===== src/osc_ctrl_pkg.sv =====
// Package of register map, field layout, reset values and timing for the oscillator control block
package osc_ctrl_pkg;
   localparam int          ADDR_W          = 4;
   localparam int          DATA_W          = 16;
   localparam logic [3:0]  OFS_OSC_CTRL    = 4'h0;
   localparam logic [3:0]  OFS_CLK_DIV     = 4'h1;
   localparam logic [3:0]  OFS_PLL_FBD     = 4'h2;
   localparam logic [3:0]  OFS_FRC_TUNE    = 4'h3;
   localparam logic [3:0]  OFS_UNLOCK      = 4'h4;
   localparam logic [3:0]  OFS_SYS_STAT    = 4'h5;
   // Unlock keys, written in order to the unlock register
   localparam logic [15:0] UNLOCK_KEY1     = 16'h0046;
   localparam logic [15:0] UNLOCK_KEY2     = 16'h0057;
   // Oscillator control fields
   localparam int          CF_BIT          = 3;
   localparam int          SEC_EN_BIT      = 1;
   localparam int          SWREQ_BIT       = 0;
   localparam int          LOCK_BIT        = 5;
   localparam int          NEW_SOURCE_SELECT_LSB        = 8;
   localparam int          CURRENT_SOURCE_STATUS_LSB        = 12;
   // Clock divisor fields
   localparam int          ROI_BIT         = 15;
   localparam int          DOZE_LSB        = 12;
   localparam int          REDUCTION_RATIO_ENABLE_BIT       = 11;
   localparam int          FAST_RC_POSTSCALER_LSB      = 8;
   localparam int          POST_LSB        = 6;
   localparam int          PRE_LSB         = 0;
   localparam logic [15:0] CLK_DIV_RST     = 16'h3040;
   localparam logic [15:0] CLK_DIV_MASK    = 16'hffdf;
   localparam logic [8:0]  PLL_FBD_RST     = 9'h030;
   localparam logic [5:0]  FRC_TUNE_RST    = 6'h00;
   // Clock source codes
   localparam logic [2:0]  SRC_FRC         = 3'h0;
   localparam logic [2:0]  SRC_FRC_PLL     = 3'h1;
   localparam logic [2:0]  SRC_PRI         = 3'h2;
   localparam logic [2:0]  SRC_PRI_PLL     = 3'h3;
   localparam logic [2:0]  SRC_SEC         = 3'h4;
   localparam logic [2:0]  SRC_LOW_POWER_RC_SOURCE        = 3'h5;
   localparam logic [1:0]  POST_RESERVED   = 2'h2;
   localparam int          SETTLE_CYCLES   = 10;
   typedef enum logic [3:0] {
      SW_IDLE   = 4'b0001,
      SW_START  = 4'b0010,
      SW_SETTLE = 4'b0100,
      SW_DONE   = 4'b1000
   } sw_state_t;
endpackage


===== src/osc_clock_divider_pll_config.sv =====
// Oscillator control, clock divisor, PLL divisors and fast RC tuning registers with switch control
`timescale 1ns/10ps
`default_nettype none
module osc_clock_divider_pll_config
   import osc_ctrl_pkg::*;
(
   input  wire logic                          core_clk,        // Core clock, 100 MHz
   input  wire logic                          rst_n,           // Synchronous reset, active low
   input  wire logic                          por_n,           // Power-on reset, active low
   input  wire logic [osc_ctrl_pkg::ADDR_W-1:0] reg_addr,      // Register index
   input  wire logic [osc_ctrl_pkg::DATA_W-1:0] reg_wdata,     // Write data
   input  wire logic                          reg_wr,          // Write strobe
   input  wire logic                          reg_rd,          // Read strobe
   output logic      [osc_ctrl_pkg::DATA_W-1:0] reg_rdata,     // Read data, cycle after strobe
   input  wire logic                          switch_enable,   // Clock switching enabled by config
   input  wire logic [2:0]                    boot_source,     // Source chosen by config at power-on
   input  wire logic [1:0]                    primary_submode_config, // Primary submode pins
   input  wire logic                          fail_detect,     // Fail-safe monitor failure level
   input  wire logic                          pll_locked,      // PLL lock indication
   input  wire logic                          new_clk_ready,   // Requested oscillator is running
   input  wire logic                          new_clk_level,   // Level of the requested clock
   input  wire logic                          irq_any,         // Any interrupt taken
   output logic      [2:0]                    current_source_status, // Selected source
   output logic                               secondary_osc_run, // Secondary oscillator enable
   output logic      [2:0]                    request_source,  // Source to be started
   output logic                               clock_fail_trap, // One-cycle trap on failure while switching is enabled
   output logic      [1:0]                    primary_submode, // Primary submode in use
   output logic      [7:0]                    doze_divide,     // Processor/peripheral divide ratio
   output logic      [8:0]                    fast_rc_divide,  // Fast RC postscaler divide
   output logic      [3:0]                    pll_post_divide, // PLL output divide
   output logic      [5:0]                    pll_pre_divide,  // PLL input divide
   output logic      [9:0]                    pll_multiplier,  // PLL feedback multiplier
   output logic      [5:0]                    tuning_steps     // Signed tuning step count
);
   import osc_ctrl_pkg::*;

   function automatic logic is_pll(input logic [2:0] s);
      is_pll = (s == SRC_FRC_PLL) || (s == SRC_PRI_PLL);
   endfunction

   logic [2:0]  fail_sync;
   logic [2:0]  sync_in;
   logic        fail_s;
   logic        lock_s;
   logic        ready_s;
   logic        clk_s;

   // Asynchronous oscillator-side levels
   assign sync_in = {fail_detect, pll_locked, new_clk_ready};

   sync2 #(.W(3)) u_sync (
      .core_clk (core_clk),
      .rst_n    (rst_n),
      .d        (sync_in),
      .q        (fail_sync)
   );

   sync2 #(.W(1)) u_sync_clk (
      .core_clk (core_clk),
      .rst_n    (rst_n),
      .d        (new_clk_level),
      .q        (clk_s)
   );

   assign fail_s  = fail_sync[2];
   assign lock_s  = fail_sync[1];
   assign ready_s = fail_sync[0];

   logic [2:0]  current_source_status_r,   current_source_status_nxt;
   logic [2:0]  new_source_select_r,   new_source_select_nxt;
   logic        cf_r,     cf_nxt;
   logic        sec_r,    sec_nxt;
   logic        swreq_r,  swreq_nxt;
   logic [15:0] cdiv_r,   cdiv_nxt;
   logic [8:0]  fbd_r,    fbd_nxt;
   logic [5:0]  tun_r,    tun_nxt;
   logic [1:0]  unl_r,    unl_nxt;
   logic        fail_d_r, fail_d_nxt;
   logic [1:0]  sub_r,    sub_nxt;
   logic        boot_r,   boot_nxt;
   logic        trap_r,   trap_nxt;
   logic [15:0] rdata_r,  rdata_nxt;
   sw_state_t   st_r,     st_nxt;
   logic        settle_start;
   logic        settle_done;
   logic        fail_rise;
   logic        wr_osc;
   logic        src_ok;

   settle_counter #(.COUNT(SETTLE_CYCLES)) u_settle (
      .core_clk (core_clk),
      .rst_n    (rst_n),
      .start    (settle_start),
      .clk_lvl  (clk_s),
      .done     (settle_done)
   );

   assign fail_rise    = fail_s && !fail_d_r;
   assign wr_osc       = reg_wr && reg_addr == OFS_OSC_CTRL && unl_r == 2'h2;
   assign settle_start = (st_r == SW_START);
   assign src_ok       = ready_s && (!is_pll(new_source_select_r) || lock_s);

   // Unlock sequence: two keys back to back; any other write re-locks
   always_comb begin
      unl_nxt = unl_r;
      if (reg_wr) begin
         if (reg_addr == OFS_UNLOCK && reg_wdata == UNLOCK_KEY1) begin
            unl_nxt = 2'h1;
         end else if (reg_addr == OFS_UNLOCK && reg_wdata == UNLOCK_KEY2 && unl_r == 2'h1) begin
            unl_nxt = 2'h2;
         end else begin
            unl_nxt = 2'h0;
         end
      end
   end

   // Oscillator control register and switch sequencer
   always_comb begin
      current_source_status_nxt   = current_source_status_r;
      new_source_select_nxt   = new_source_select_r;
      cf_nxt     = cf_r;
      sec_nxt    = sec_r;
      swreq_nxt  = swreq_r;
      st_nxt     = st_r;
      fail_d_nxt = fail_s;
      trap_nxt   = 1'b0;
      sub_nxt    = sub_r;
      boot_nxt   = 1'b0;
      if (boot_r) begin
         current_source_status_nxt = boot_source;
         new_source_select_nxt = boot_source;
         sub_nxt  = primary_submode_config;
      end
      if (wr_osc) begin
         new_source_select_nxt  = reg_wdata[NEW_SOURCE_SELECT_LSB +: 3];
         sec_nxt   = reg_wdata[SEC_EN_BIT];
         if (!reg_wdata[CF_BIT]) begin
            cf_nxt = 1'b0;
         end
         if (reg_wdata[SWREQ_BIT] && st_r == SW_IDLE) begin
            swreq_nxt = 1'b1;
         end
      end
      case (st_r)
         SW_IDLE: begin
            if (swreq_r) begin
               if (new_source_select_r == current_source_status_r) begin
                  swreq_nxt = 1'b0;
               end else begin
                  cf_nxt = 1'b0;
                  st_nxt = SW_START;
               end
            end
         end
         SW_START: begin
            if (src_ok) begin
               st_nxt = SW_SETTLE;
            end
         end
         SW_SETTLE: begin
            if (settle_done) begin
               st_nxt = SW_DONE;
            end
         end
         SW_DONE: begin
            current_source_status_nxt  = new_source_select_r;
            swreq_nxt = 1'b0;
            st_nxt    = SW_IDLE;
         end
         default: st_nxt = SW_IDLE;
      endcase
      if (fail_rise && switch_enable) begin
         cf_nxt   = 1'b1;
         trap_nxt = 1'b1;
         current_source_status_nxt = is_pll(current_source_status_r) ? SRC_FRC_PLL : SRC_FRC;
         st_nxt   = SW_IDLE;
         swreq_nxt = 1'b0;
      end
      if (!switch_enable) begin
         swreq_nxt = 1'b0;
         st_nxt    = SW_IDLE;
      end
   end

   // Divisor, feedback and tuning registers
   always_comb begin
      cdiv_nxt = cdiv_r;
      fbd_nxt  = fbd_r;
      tun_nxt  = tun_r;
      if (reg_wr) begin
         case (reg_addr)
            OFS_CLK_DIV:  cdiv_nxt = reg_wdata & CLK_DIV_MASK;
            OFS_PLL_FBD:  fbd_nxt  = reg_wdata[8:0];
            OFS_FRC_TUNE: tun_nxt  = reg_wdata[5:0];
            default:      cdiv_nxt = cdiv_r;
         endcase
      end
      if (irq_any && cdiv_nxt[ROI_BIT]) begin
         cdiv_nxt[REDUCTION_RATIO_ENABLE_BIT] = 1'b0;
      end
   end

   // Read data register
   always_comb begin
      rdata_nxt = 16'h0000;
      if (reg_rd) begin
         case (reg_addr)
            OFS_OSC_CTRL: begin
               rdata_nxt[CURRENT_SOURCE_STATUS_LSB +: 3] = current_source_status_r;
               rdata_nxt[NEW_SOURCE_SELECT_LSB +: 3] = new_source_select_r;
               rdata_nxt[LOCK_BIT]      = lock_s;
               rdata_nxt[CF_BIT]        = cf_r;
               rdata_nxt[SEC_EN_BIT]    = sec_r;
               rdata_nxt[SWREQ_BIT]     = swreq_r;
            end
            OFS_CLK_DIV:  rdata_nxt = cdiv_r;
            OFS_PLL_FBD:  rdata_nxt = {7'h00, fbd_r};
            OFS_FRC_TUNE: rdata_nxt = {10'h000, tun_r};
            OFS_SYS_STAT: rdata_nxt = {10'h000, st_r, unl_r};
            default:      rdata_nxt = 16'h0000;
         endcase
      end
   end

   // Configuration registers see only the power-on reset
   always_ff @(posedge core_clk) begin
      if (!por_n) begin
         current_source_status_r  <= SRC_FRC;
         new_source_select_r  <= SRC_FRC;
         cf_r    <= 1'b0;
         sec_r   <= 1'b0;
         swreq_r <= 1'b0;
         cdiv_r  <= CLK_DIV_RST;
         fbd_r   <= PLL_FBD_RST;
         tun_r   <= FRC_TUNE_RST;
         sub_r   <= 2'h0;
         boot_r  <= 1'b1;
      end else begin
         current_source_status_r  <= current_source_status_nxt;
         new_source_select_r  <= new_source_select_nxt;
         cf_r    <= cf_nxt;
         sec_r   <= sec_nxt;
         swreq_r <= swreq_nxt;
         cdiv_r  <= cdiv_nxt;
         fbd_r   <= fbd_nxt;
         tun_r   <= tun_nxt;
         sub_r   <= sub_nxt;
         boot_r  <= boot_nxt;
      end
   end

   always_ff @(posedge core_clk) begin
      if (!rst_n || !por_n) begin
         st_r     <= SW_IDLE;
         unl_r    <= 2'h0;
         fail_d_r <= 1'b0;
         trap_r   <= 1'b0;
         rdata_r  <= 16'h0000;
      end else begin
         st_r     <= st_nxt;
         unl_r    <= unl_nxt;
         fail_d_r <= fail_d_nxt;
         trap_r   <= trap_nxt;
         rdata_r  <= rdata_nxt;
      end
   end

   // Decoded divide figures; the PLL itself forms Fin*M/(N1*N2)
   always_comb begin
      doze_divide = cdiv_r[REDUCTION_RATIO_ENABLE_BIT] ? 8'(8'h01 << cdiv_r[DOZE_LSB +: 3]) : 8'h01;
      fast_rc_divide = (cdiv_r[FAST_RC_POSTSCALER_LSB +: 3] == 3'h7) ? 9'h100 :
                       9'(9'h001 << cdiv_r[FAST_RC_POSTSCALER_LSB +: 3]);
      case (cdiv_r[POST_LSB +: 2])
         2'h0:    pll_post_divide = 4'h2;
         2'h1:    pll_post_divide = 4'h4;
         2'h3:    pll_post_divide = 4'h8;
         default: pll_post_divide = 4'h4;
      endcase
      pll_pre_divide = {1'b0, cdiv_r[PRE_LSB +: 5]} + 6'h02;
      pll_multiplier = {1'b0, fbd_r} + 10'h002;
   end

   assign reg_rdata             = rdata_r;
   assign current_source_status = current_source_status_r;
   assign secondary_osc_run     = sec_r;
   assign request_source        = new_source_select_r;
   assign clock_fail_trap       = trap_r;
   assign primary_submode       = sub_r;
   assign tuning_steps          = tun_r;
endmodule
`default_nettype wire


===== src/sync2.sv =====
// Two-flop synchroniser for levels arriving from outside the core clock
`timescale 1ns/10ps
`default_nettype none
module sync2 #(
   parameter int W = 1
) (
   input  wire logic         core_clk, // Core clock
   input  wire logic         rst_n,    // Synchronous reset, active low
   input  wire logic [W-1:0] d,        // Asynchronous input
   output logic      [W-1:0] q         // Synchronised output
);
   logic [W-1:0] meta_r;
   logic [W-1:0] meta_nxt;
   logic [W-1:0] q_nxt;

   always_comb begin
      meta_nxt = d;
      q_nxt    = meta_r;
   end

   always_ff @(posedge core_clk) begin
      if (!rst_n) begin
         meta_r <= '0;
         q      <= '0;
      end else begin
         meta_r <= meta_nxt;
         q      <= q_nxt;
      end
   end
endmodule
`default_nettype wire


===== src/settle_counter.sv =====
// Counts edges of the new clock, seen through its synchronised level, up to a settle figure
`timescale 1ns/10ps
`default_nettype none
module settle_counter #(
   parameter int COUNT = 10
) (
   input  wire logic core_clk, // Core clock
   input  wire logic rst_n,    // Synchronous reset, active low
   input  wire logic start,    // Restart the count
   input  wire logic clk_lvl,  // Synchronised level of the new clock
   output logic      done      // Settle count reached
);
   logic [7:0] cnt_r;
   logic [7:0] cnt_nxt;
   logic       lvl_r;
   logic       lvl_nxt;

   always_comb begin
      lvl_nxt = clk_lvl;
      cnt_nxt = cnt_r;
      if (start) begin
         cnt_nxt = 8'h00;
      end else if (clk_lvl && !lvl_r && cnt_r != 8'(COUNT)) begin
         cnt_nxt = cnt_r + 8'h01;
      end
   end

   assign done = (cnt_r == 8'(COUNT)) && !start;

   always_ff @(posedge core_clk) begin
      if (!rst_n) begin
         cnt_r <= 8'h00;
         lvl_r <= 1'b0;
      end else begin
         cnt_r <= cnt_nxt;
         lvl_r <= lvl_nxt;
      end
   end
endmodule
`default_nettype wire


===== config.mk =====
export PLATFORM = sky130hd
export DESIGN_NAME = osc_clock_divider_pll_config
export DESIGN_NICKNAME = d
export VERILOG_FILES = /design/src/osc_ctrl_pkg.sv /design/src/osc_clock_divider_pll_config.sv /design/src/sync2.sv /design/src/settle_counter.sv
export SDC_FILE = /design/constraint.sdc
export NUM_CORES = 1
export LEC_CHECK = 0
export BUFFER_PORTS_ARGS = -buffer_cell sky130_fd_sc_hd__clkbuf_2
export CAP_MARGIN = 40
export CORE_MARGIN = 2
export CORE_UTILIZATION = 52
export DETAILED_ROUTE_END_ITERATION = 6
export GPL_TIMING_DRIVEN = 0
export HOLD_SLACK_MARGIN = 0.06
export PLACE_DENSITY = 0.87
export SLEW_MARGIN = 20
export SYNTH_ARGS = -nofsm -noshare
export SYNTH_HDL_FRONTEND = slang
export SYNTH_HIERARCHICAL = 1
export SYNTH_SLANG_ARGS = --single-unit

===== constraint.sdc =====
create_clock -name core_clk -period 2.7 [get_ports core_clk]
set_clock_uncertainty 0.1 [all_clocks]
set_input_delay 0.81 -clock core_clk [delete_from_list [all_inputs] [get_ports core_clk]]
set_output_delay 0.81 -clock core_clk [all_outputs]
set_load 0.03 [all_outputs]

-- Yosys cells after proc, flatten, opt, wreduce, memory -nomap -nowiden
Cells that the tools add are included.
- register bits: 83
- input port bits: 36
- word-level logic and storage cells: 135
- output and inout bits: 69
- add/subtract/negate cells: 3
- mux-type cells: 38
- bitwise operators: 5
- shifts and indexed selects: 2
- equal/unequal tests: 26
- reductions and logical operators: 37
- operators with widths (cell ; number):
    == test 16 x 7 -> 1 bit (second input constant) ; 2
    2-to-1 mux 16 bit ; 2
    2-to-1 mux 4 bit ; 4
    logical AND 1 bit ; 13
    2-to-1 mux 1 bit ; 13
    == test 4 x 2 -> 1 bit (second input constant) ; 3
    == test 4 x 3 -> 1 bit (second input constant) ; 3
    2-to-1 mux 3 bit ; 4
    one-hot mux 1 bit (4 select lines) ; 3
    one-hot mux 4 bit (3 select lines) ; 1
    adder 9 x 2 -> 10 bit (second input constant) ; 1
    one-hot mux 2 bit (5 select lines) ; 1
    2-to-1 mux 9 bit ; 1
    one-hot mux 3 bit (3 select lines) ; 1
    OR reduction 3 bit ; 3
    << shifter 1 x 3 -> 9 bit (first input constant) ; 1
    adder 8 x 1 -> 8 bit (second input constant) ; 1
    == test 4 x 1 -> 1 bit (second input constant) ; 2
    == test 8 x 4 -> 1 bit (second input constant) ; 1
    2-to-1 mux 8 bit ; 1
    inequality test 2 bit (second input constant) ; 4
    inequality test 8 x 4 -> 1 bit (second input constant) ; 1
    one-hot mux 4 bit (2 select lines) ; 1
    << shifter 1 x 3 -> 8 bit (first input constant) ; 1
    other kinds (23) ; 43

-- Depth between registers and ports, before layout
Gate-level depths: netlist of the first run.
- depth after elaboration: 8
- gate-level depth with buffers: 9
- gate-level depth less buffers: 9

-- Hierarchy
The synthesis of the first run kept the hierarchy.
- by module, submodules not included (module ; area an instance (sq um) ; cells each ; sequential area each (sq um) ; times used):
    osc_clock_divider_pll_config ; 3160.5 ; 361 ; 1321.3 ; 1
    settle_counter ; 464.2 ; 52 ; 180.2 ; 1
    sync2 at u_sync ; 157.7 ; 12 ; 120.1 ; 1
    sync2 at u_sync_clk ; 52.6 ; 4 ; 40.0 ; 1

-- Least setup slack after synthesis of the first run
No wires, ideal clock.
- path type: input port to flip-flop
- from: input reg_addr[1] (netlist bit)
- to: register swreq_r
- arrival time: 2.110 ns
- required time: 2.534 ns
- library setup time: 0.066 ns
- buffers on the path: 1
- stages: 5
- setup slack: 0.424 ns
- cells stage by stage: buf_6 > nor4_4 > nand4b_4 > or3_1 > a21oi_2
- cells in the longest elaborated chain, start to end: 7
- RTL lines (element ; RTL line ; source):
    start: declaration ; osc_clock_divider_pll_config.sv:10 ; input wire logic [osc_ctrl_pkg::ADDR_W-1:0] reg_addr,
    zero test 4 bit * ; osc_clock_divider_pll_config.sv:99 ; assign wr_osc = reg_wr && reg_addr == OFS_OSC_CTRL && unl_r == 2'h2;
    logical AND 1 bit * (2 in series) ; osc_clock_divider_pll_config.sv:99 ;
    2-to-1 mux 1 bit * ; osc_clock_divider_pll_config.sv:134 ; if (wr_osc) begin
    2-to-1 mux 1 bit ; osc_clock_divider_pll_config.sv:147 ; if (new_source_select_r == current_source_status_r) begin
    2-to-1 mux 1 bit ; osc_clock_divider_pll_config.sv:146 ; if (swreq_r) begin
    one-hot mux 1 bit (2 select lines) * ; osc_clock_divider_pll_config.sv:144 ; case (st_r)
    end signal: assignment ; osc_clock_divider_pll_config.sv:243 ; swreq_r <= swreq_nxt;
    end: declaration ; osc_clock_divider_pll_config.sv:73 ; logic swreq_r, swreq_nxt;
Every way passes the cells marked *; elsewhere a longest branch is shown, timed or not.
A chain may end at the register's enable or synchronous reset.

-- Final worst setup path of the first run
- from: register fbd_r[4]
- to: output pll_multiplier[8]
- cells in the longest elaborated chain, start to end: 1
- RTL lines (element ; RTL line ; source):
    start: declaration ; osc_clock_divider_pll_config.sv:75 ; logic [8:0] fbd_r, fbd_nxt;
    start signal: assignment ; osc_clock_divider_pll_config.sv:245 ; fbd_r <= fbd_nxt;
    adder 9 x 2 -> 10 bit ; osc_clock_divider_pll_config.sv:280 ; pll_multiplier = {1'b0, fbd_r} + 10'h002;
    end: declaration ; osc_clock_divider_pll_config.sv:32 ; output logic [9:0] pll_multiplier,
No other way between the ends.

==> summary.md, run 1 <==
| Metric | Value |
|---|---|
| Wirelength, routed | `10700 um` |
| GP Congestion | `0.976` |
| Post-Syn Area | `about 0.0038 mm^2` |
| Peak supply drop | `0.000260 V` |
| Status | `finished clean` |
| Sequential Power Share | `53.5%` |
| Synth cell count leaders | `dfxtp_1 (83), nand2_1 (44), nor2_1 (41)` |
| Syn Inst Count | `about 430` |
| Synth Flop Type | `dfxtp_1` |
| Setup TNS | `0 ps` |
| Post-synthesis sequential area ratio | `between 40% and 50%` |
| FF-to-FF End | `st_r[2]$_SDFFE_PP0P_` |
| Cell taking the most area after synthesis | `dfxtp_1` |
| Max-Cap Viols | `0` |
| Tot Pwr | `roughly 0.0024 W` |
| RSZ-0062 raised after global routing | `false` |
| Post-cts hold buffer count | `0` |
| Most used routing layer | `met2` |
| GRT met2 Usage | `42.6%` |
| Synth unique cells | `56` |
| Clk Latency, worst-skew pair | `360 ps` |
| Dpl hpwl | `7980 um` |
| Largest delay share family, worst path | `flip-flops` |
| Final min period | `2570 ps` |
| Share of layout cells above drive strength 1 | `~25%` |
| Crit path to | `pll_multiplier[8]` |
| Die Area | `0.00808 mm^2` |
| Hold WS | `332 ps` |
| Top cells by area, synth | `dfxtp_1 (43%), mux2i_1 (7.0%), nand2_1 (4.3%), nor2_1 (4.0%), a21oi_1 (3.8%)` |
| P_sw | `roughly 0.0006 W` |
| Crit Path Class | `register to primary output` |
| Fin area | `0.00465 mm^2` |
| Area of the core | `0.00721 mm^2` |
| Initial DRC count | `319` |
| Mean post-synth cell area | `8.94 um^2` |
| Post-synth EDFFs | `0` |
| PortBufs | `99` |
| Placed cell areas | `0.00446 mm^2` |
| Crit path cell chain | `and4_1 -> nand2_1 -> nor2_1 -> xor2_1 -> clkbuf_2` |
| Fin crit share | `between 90% and 100%` |
| WP data arrival | `approximately 1700 ps` |
| Hold Crit Class | `register to register` |
| DRC | `0` |
| Vias/cell | `5.77` |
| GR Util met3 | `6.12%` |
| Clock Sinks | `a little over 80` |
| GR Overflow Total | `0` |
| Setup violations, final | `0` |
| CTS tree | `done` |
| R2r startpoint | `st_r[1]$_SDFFE_PP0P_` |
| Sw Ratio | `25.4%` |
| Internal power | `roughly 0.0018 W` |
| CP Depth | `5` |
| CP Buf/Inv Count | `1` |
| Clock transition at path regs | `about 80 ps` |
| Yosys top cell area share | `43.3%` |
| Worst Path Max Fanout | `6` |
| Initial Utilization | `53.2%` |
| Vias in the first global route | `3492` |
| I/O Pins | `105` |
| Post_cts resized | `0` |
| Ant diodes | `0` |
| Synth async-reset ratio | `0%` |
| LEAKAGE | `2.04 nW` |
| # Post-CTS Setup Buffers | `0` |
| 1st-pass router iterations | `5` |
| Global-route usage over all layers | `26.1%` |
| R2R Setup Slk | `580 ps` |
| Final hold viol count | `0` |
| Worst-margin pin slew | `624 ps` |
| Wire length of the first global-routing pass | `~17000 um` |
| Flops & latches, synth | `83` |
| Slew HR | `58.1%` |
| Initial antenna violation count | `0` |
| Fmax | `0.388 GHz` |
| Nets | `582` |
| Fill cell count | `631` |
| Worst Setup Slack, final | `125 ps` |
| Max H-tree Level | `3` |
| Largest net degree at the start of global routing | `18` |
| Synth-to-layout area growth | `21.3%` |
| Most frequent cell after synthesis | `dfxtp_1` |
| Critical path origin | `fbd_r[4]$_SDFFE_PN1P_` |
| Part of the power in combinational logic | `9.4%` |
| Ys Warns | `6` |
| Worst Setup End Kind | `primary output` |
| Met1 Use GR | `33.0%` |
| Startpoint Class | `register` |
| WP data required | `1790 ps` |
| Die width | `89.9 um` |
| Max-slew violations | `0` |
| Core Rows | `31` |
| Pre-CTS setup slack | `around 150 ps` |
| Clock power share | `37.1%` |
| Crit path largest cell delay | `470 ps` |
| Worst Reg-to-Reg Cells | `7` |
| CP max stage cell | `dfxtp_1` |
| Die height | `89.9 um` |
| Final ANT Viol Nets | `0` |
| DR vias | `3719` |
| PD cells | `510 mW/mm^2` |
| Total CTS buffers | `9` |
| Max Root-Sink Buffers | `2` |
| CTS root buf | `clkbuf_8` |
| Drt wl/cell | `16.6 um` |
==> sequential cells by signal (all words and copies together) (netlist names), 3 cells and up <==
name and count:
reg_rdata 16, st_r 4, request_source 3, u_settle/cnt_r 8, cdiv_r 15, u_sync/meta_r 3, fbd_r 9, u_sync/q 3
current_source_status 3, tuning_steps 6
==> cell families (layout without fill, tap and decap cells) <==
group | after synthesis | in the layout | share of synthesized area [%]
xor+xnor | 12 | 12 | 2.74
flops | 83 | 83 | 43.3
mux | 28 | 28 | 7.34
fa+ha+maj | 6 | 6 | 1.96
other cells | 1 | 2 | 0.0978
compound gates | 71 | 71 | 12.1
simple gates | 192 | 192 | 28.2
buf+inv | 36 | 151 | 4.24
==> power by group through the flow <==
stage	clock network [W]	logic [W]	registers, W
after floorplan	0	0.000119	0.00131
after global placement	0	0.000211	0.00130
after detailed placement	0	0.000218	0.00130
after CTS	0.000890	0.000220	0.00127
after global routing	0.000930	0.000240	0.00127
final	0.000880	0.000224	0.00127
==> per-stage QoR <==
stage | cells | util [%]
after floorplan | 430 | -
after global placement | 628 | 61.8
after detailed placement | 628 | 61.8
after CTS | 644 | 64.5
after global routing | 644 | 64.5
final | 644 | 64.5
==> metal layers <==
| layer | part of all wire (%) | routed length, um | vias up |
|---|---|---|---|
| li1 | - | - | 1752 |
| met1 | 41 | 4370 | 1739 |
| met2 | 47 | 5040 | 192 |
| met3 | 8.5 | 903 | 36 |
| met4 | 3.2 | 346 | 0 |
| met5 | 0 | 0 | - |
==> worst register-to-register path: cells and delay by family, from the launching register on <==
kind                   cells  cell delay, ps
AO/OA/AOI/OAI              3             610
flip-flops                 1             310
AND/OR/NAND/NOR            3             740
buffers and inverters      1             290
==> layout make-up <==
cell class                 instances  area (um^2)  share of cell area (%)
clock buffer                      11          141                    3.04
clock inverter                     5         52.6                    1.13
tap                               99          124                    2.66
buffer                            26          125                    2.69
multi-input combinational        311         2010                    43.3
sequential                        83         1660                    35.7
timing repair buffer              99          495                    10.7
inverter                          10         37.5                   0.807
==> how the worst min path moves through the flow <==
stage                                             from                      end  slack, ps  depth (start not counted)
after floorplan            u_sync/meta_r[1]$_SDFF_PN0_   u_sync/q[1]$_SDFF_PN0_        310                          1
after global placement    u_sync_clk/meta_r$_SDFF_PN0_  u_sync_clk/q$_SDFF_PN0_        310                          1
after detailed placement   u_sync/meta_r[1]$_SDFF_PN0_   u_sync/q[1]$_SDFF_PN0_        320                          1
after CTS                  u_sync/meta_r[1]$_SDFF_PN0_   u_sync/q[1]$_SDFF_PN0_        330                          1
after global routing       u_sync/meta_r[1]$_SDFF_PN0_   u_sync/q[1]$_SDFF_PN0_        340                          1
final                      u_sync/meta_r[1]$_SDFF_PN0_   u_sync/q[1]$_SDFF_PN0_        330                          1
==> layout by cell type (no fill, tap or decap), drive strengths merged, types with 12 or more instances in the layout <==
master  instances
nor2           41
nand3          28
nand2          44
a21oi          30
mux2i          27
and2           12
clkbuf        126
dfxtp          83
No activity file was read; power rests on OpenSTA's default activity.
==> inputs of run 2 (changes only) <==
- CORE_UTILIZATION: 52 -> 56
- PLACE_DENSITY: 0.87 -> 0.93
- SLEW_MARGIN: 20 -> not set
- clock period: 2.7 -> 3.35 ns (I/O delays scaled with it)
==> run 2 against run 1 <==
  * Combinational power decreased by 20%
  * Die area down 6.8%
  * Final cell count down 3.1%
  * Sequential share of layout area is 0.39 points higher
  * Non-clock buffer count is the same
  * Global-route usage grew 1.6 points
  * Power decreased by 23%
  * First-iteration DRC count is 27% higher
  * Critical path depth stayed put
==> summary.md, run 2 (same netlist as run 1, synthesis figures left out) <==
| Metric | Value |
|---|---|
| Commonest non-fill, non-tap cell in the layout | `clkbuf_2 (unchanged)` |
| Final ANT Viol Nets | `0 (unchanged)` |
| Max-slew violations | `0 (unchanged)` |
| Fin crit share | `slightly above 80%` |
| Final hold viol count | `0 (unchanged)` |
| Largest delay share family, worst path | `simple AND/OR/NAND/NOR gates (was flip-flops)` |
| Startpoint Class | `register (unchanged)` |
| CP Buf/Inv Count | `1 (unchanged)` |
| DR vias | `3675 (was 3719)` |
| GR Overflow Total | `0 (unchanged)` |
| PortBufs | `99 (unchanged)` |
| Core Rows | `30 (was 31)` |
| Die Area | `0.00753 mm^2 (was 0.00808 mm^2)` |
| Fin cells | `624 (was 644)` |
| Setup violations, final | `0 (unchanged)` |
| WP data arrival | `1680 ps (was 1660 ps)` |
| Max Root-Sink Buffers | `2 (unchanged)` |
| Crit path cell chain | `and4_1 -> nand2_1 -> nor2_1 -> xor2_1 -> clkbuf_2 (unchanged)` |
| Synth-to-layout area growth | `20.0% (was 21.3%)` |
| Peak supply drop | `0.000227 V (was 0.000260 V)` |
| DRC | `0 (unchanged)` |
| Post-cts hold buffer count | `0 (unchanged)` |
| Drt wl/cell | `16.5 um (was 16.6 um)` |
| Clock transition at path regs | `80 ps (about the same)` |
| Initial antenna violation count | `0 (unchanged)` |
| Worst Setup End Kind | `primary output (unchanged)` |
| Largest net degree at the start of global routing | `18 (unchanged)` |
| Ant diodes | `0 (unchanged)` |
| Slew HR | `55.8% (was 58.1%)` |
| Max-Cap Viols | `0 (unchanged)` |
| Die width | `86.8 um (was 89.9 um)` |
| Setup TNS | `0 ps (unchanged)` |
| Die height | `86.8 um (was 89.9 um)` |
| GP Congestion | `0.934 (was 0.976)` |
| Status | `finished clean (unchanged)` |
| Crit Path Class | `register to primary output (unchanged)` |
| Crit path largest cell delay | `470 ps (about the same)` |
| Dpl cells | `609 (was 628)` |
| Wire length of the first global-routing pass | `16300 um (was 17000 um)` |
| LEAKAGE | `2.03 nW (was 2.04 nW)` |
| Fill cell count | `536 (was 631)` |
| Clock Sinks | `83 (unchanged)` |
| Vias in the first global route | `3353 (was 3492)` |
| RSZ-0062 raised after global routing | `false (unchanged)` |
| Max reg flops | `16 (unchanged)` |
| Share of layout cells above drive strength 1 | `24.6% (about the same)` |
| Hold Crit Class | `register to register (unchanged)` |
| Fmax | `between 0.3 and 0.4 GHz` |
| Most frequent cells in the layout | `clkbuf_2 (99), dfxtp_1 (83), nand2_1 (44) (unchanged)` |
| Area of the core | `0.00672 mm^2 (was 0.00721 mm^2)` |
| Initial DRC count | `405 (was 319)` |
| Nets | `582 (unchanged)` |
| Worst-margin pin slew | `658 ps (was 624 ps)` |
| # Post-CTS Setup Buffers | `0 (unchanged)` |
| Total CTS buffers | `9 (unchanged)` |
| Global-route usage over all layers | `27.7% (was 26.1%)` |
| Clk Latency, worst-skew pair | `350 ps (was 360 ps)` |
| Max H-tree Level | `3 (unchanged)` |
| PD cells | `398 mW/mm^2 (was 510 mW/mm^2)` |
| WP data required | `2240 ps (was 1790 ps)` |
| Dpl hpwl | `7750 um (was 7980 um)` |
| Initial Utilization | `57.1% (was 53.2%)` |
| Vias/cell | `5.89 (was 5.77)` |
| Post_cts resized | `0 (unchanged)` |
| CTS root buf | `clkbuf_8 (unchanged)` |
| CP max stage cell | `dfxtp_1 (unchanged)` |
| Final min period | `2780 ps` |
| CTS tree | `done (unchanged)` |
| Wirelength, routed | `10300 um (was 10700 um)` |
| 1st-pass router iterations | `5 (unchanged)` |
| I/O Pins | `105 (unchanged)` |
| Worst Path Max Fanout | `7 (was 6)` |
==> run 2: through the flow <==
step                      util, %  total power [W]  worst slack [ps]  area (um^2)  hold WS [ps]
final                        68.5          0.00183               570         4600           331
after global routing         68.5          0.00189               491         4600           344
after CTS                    68.5          0.00183               572         4600           340
after detailed placement     66.0          0.00122               598         4430           314
after global placement       66.0          0.00122               646         4430           308
after floorplan                 -          0.00115               879         3840           306
==> run 2: where the power goes <==
group,total [W],internal (W),switching (W)
clock network,0.000631,0.000281,0.000350
registers,0.00102,0.00100,0.0000189
logic,0.000179,0.0000628,0.000117
total,0.00183,0.00135,0.000486
==> run 2: area by class of cell <==
cell class	instances	area, um^2	share of cell area (%)
Buffer	26	125	2.72
Clock buffer	10	138	2.99
Clock inverter	5	30.0	0.653
Inverter	10	37.5	0.816
Multi-Input combinational cell	311	2010	43.8
Sequential cell	83	1660	36.1
Tap cell	80	100	2.18
Timing Repair Buffer	99	495	10.8
==> run 2: worst paths after layout <==
check | from | end | slack [ps] | cells after the start
max | fbd_r[3]$_SDFFE_PN0P_ | pll_multiplier[8] | 570 | 5
min reg2reg | u_sync_clk/meta_r$_SDFF_PN0_ | u_sync_clk/q$_SDFF_PN0_ | 330 | 1
min | u_sync_clk/meta_r$_SDFF_PN0_ | u_sync_clk/q$_SDFF_PN0_ | 330 | 1
max reg2reg | u_settle/cnt_r[1]$_SDFFE_PP0P_ | st_r[0]$_SDFFE_PP1P_ | 1140 | 8
==> run 2: worst reg2reg max path: stages, from the launching register on <==
cell and delay (ps):
dfxtp_1 420, ha_1 190, and4bb_2 260, nand2_1 60, nor2_1 110, nor3b_1 60, o21ai_0 350, nand3_1 190
o41a_1 350
==> run 2: routing by layer <==
layer	vias to the layer above	track usage (%)	wire [um]
met3	28	4.19	799
met5	-	0	0
met1	1692	37.6	4460
li1	1754	-	-
met2	201	44.4	4760
met4	0	10.8	263
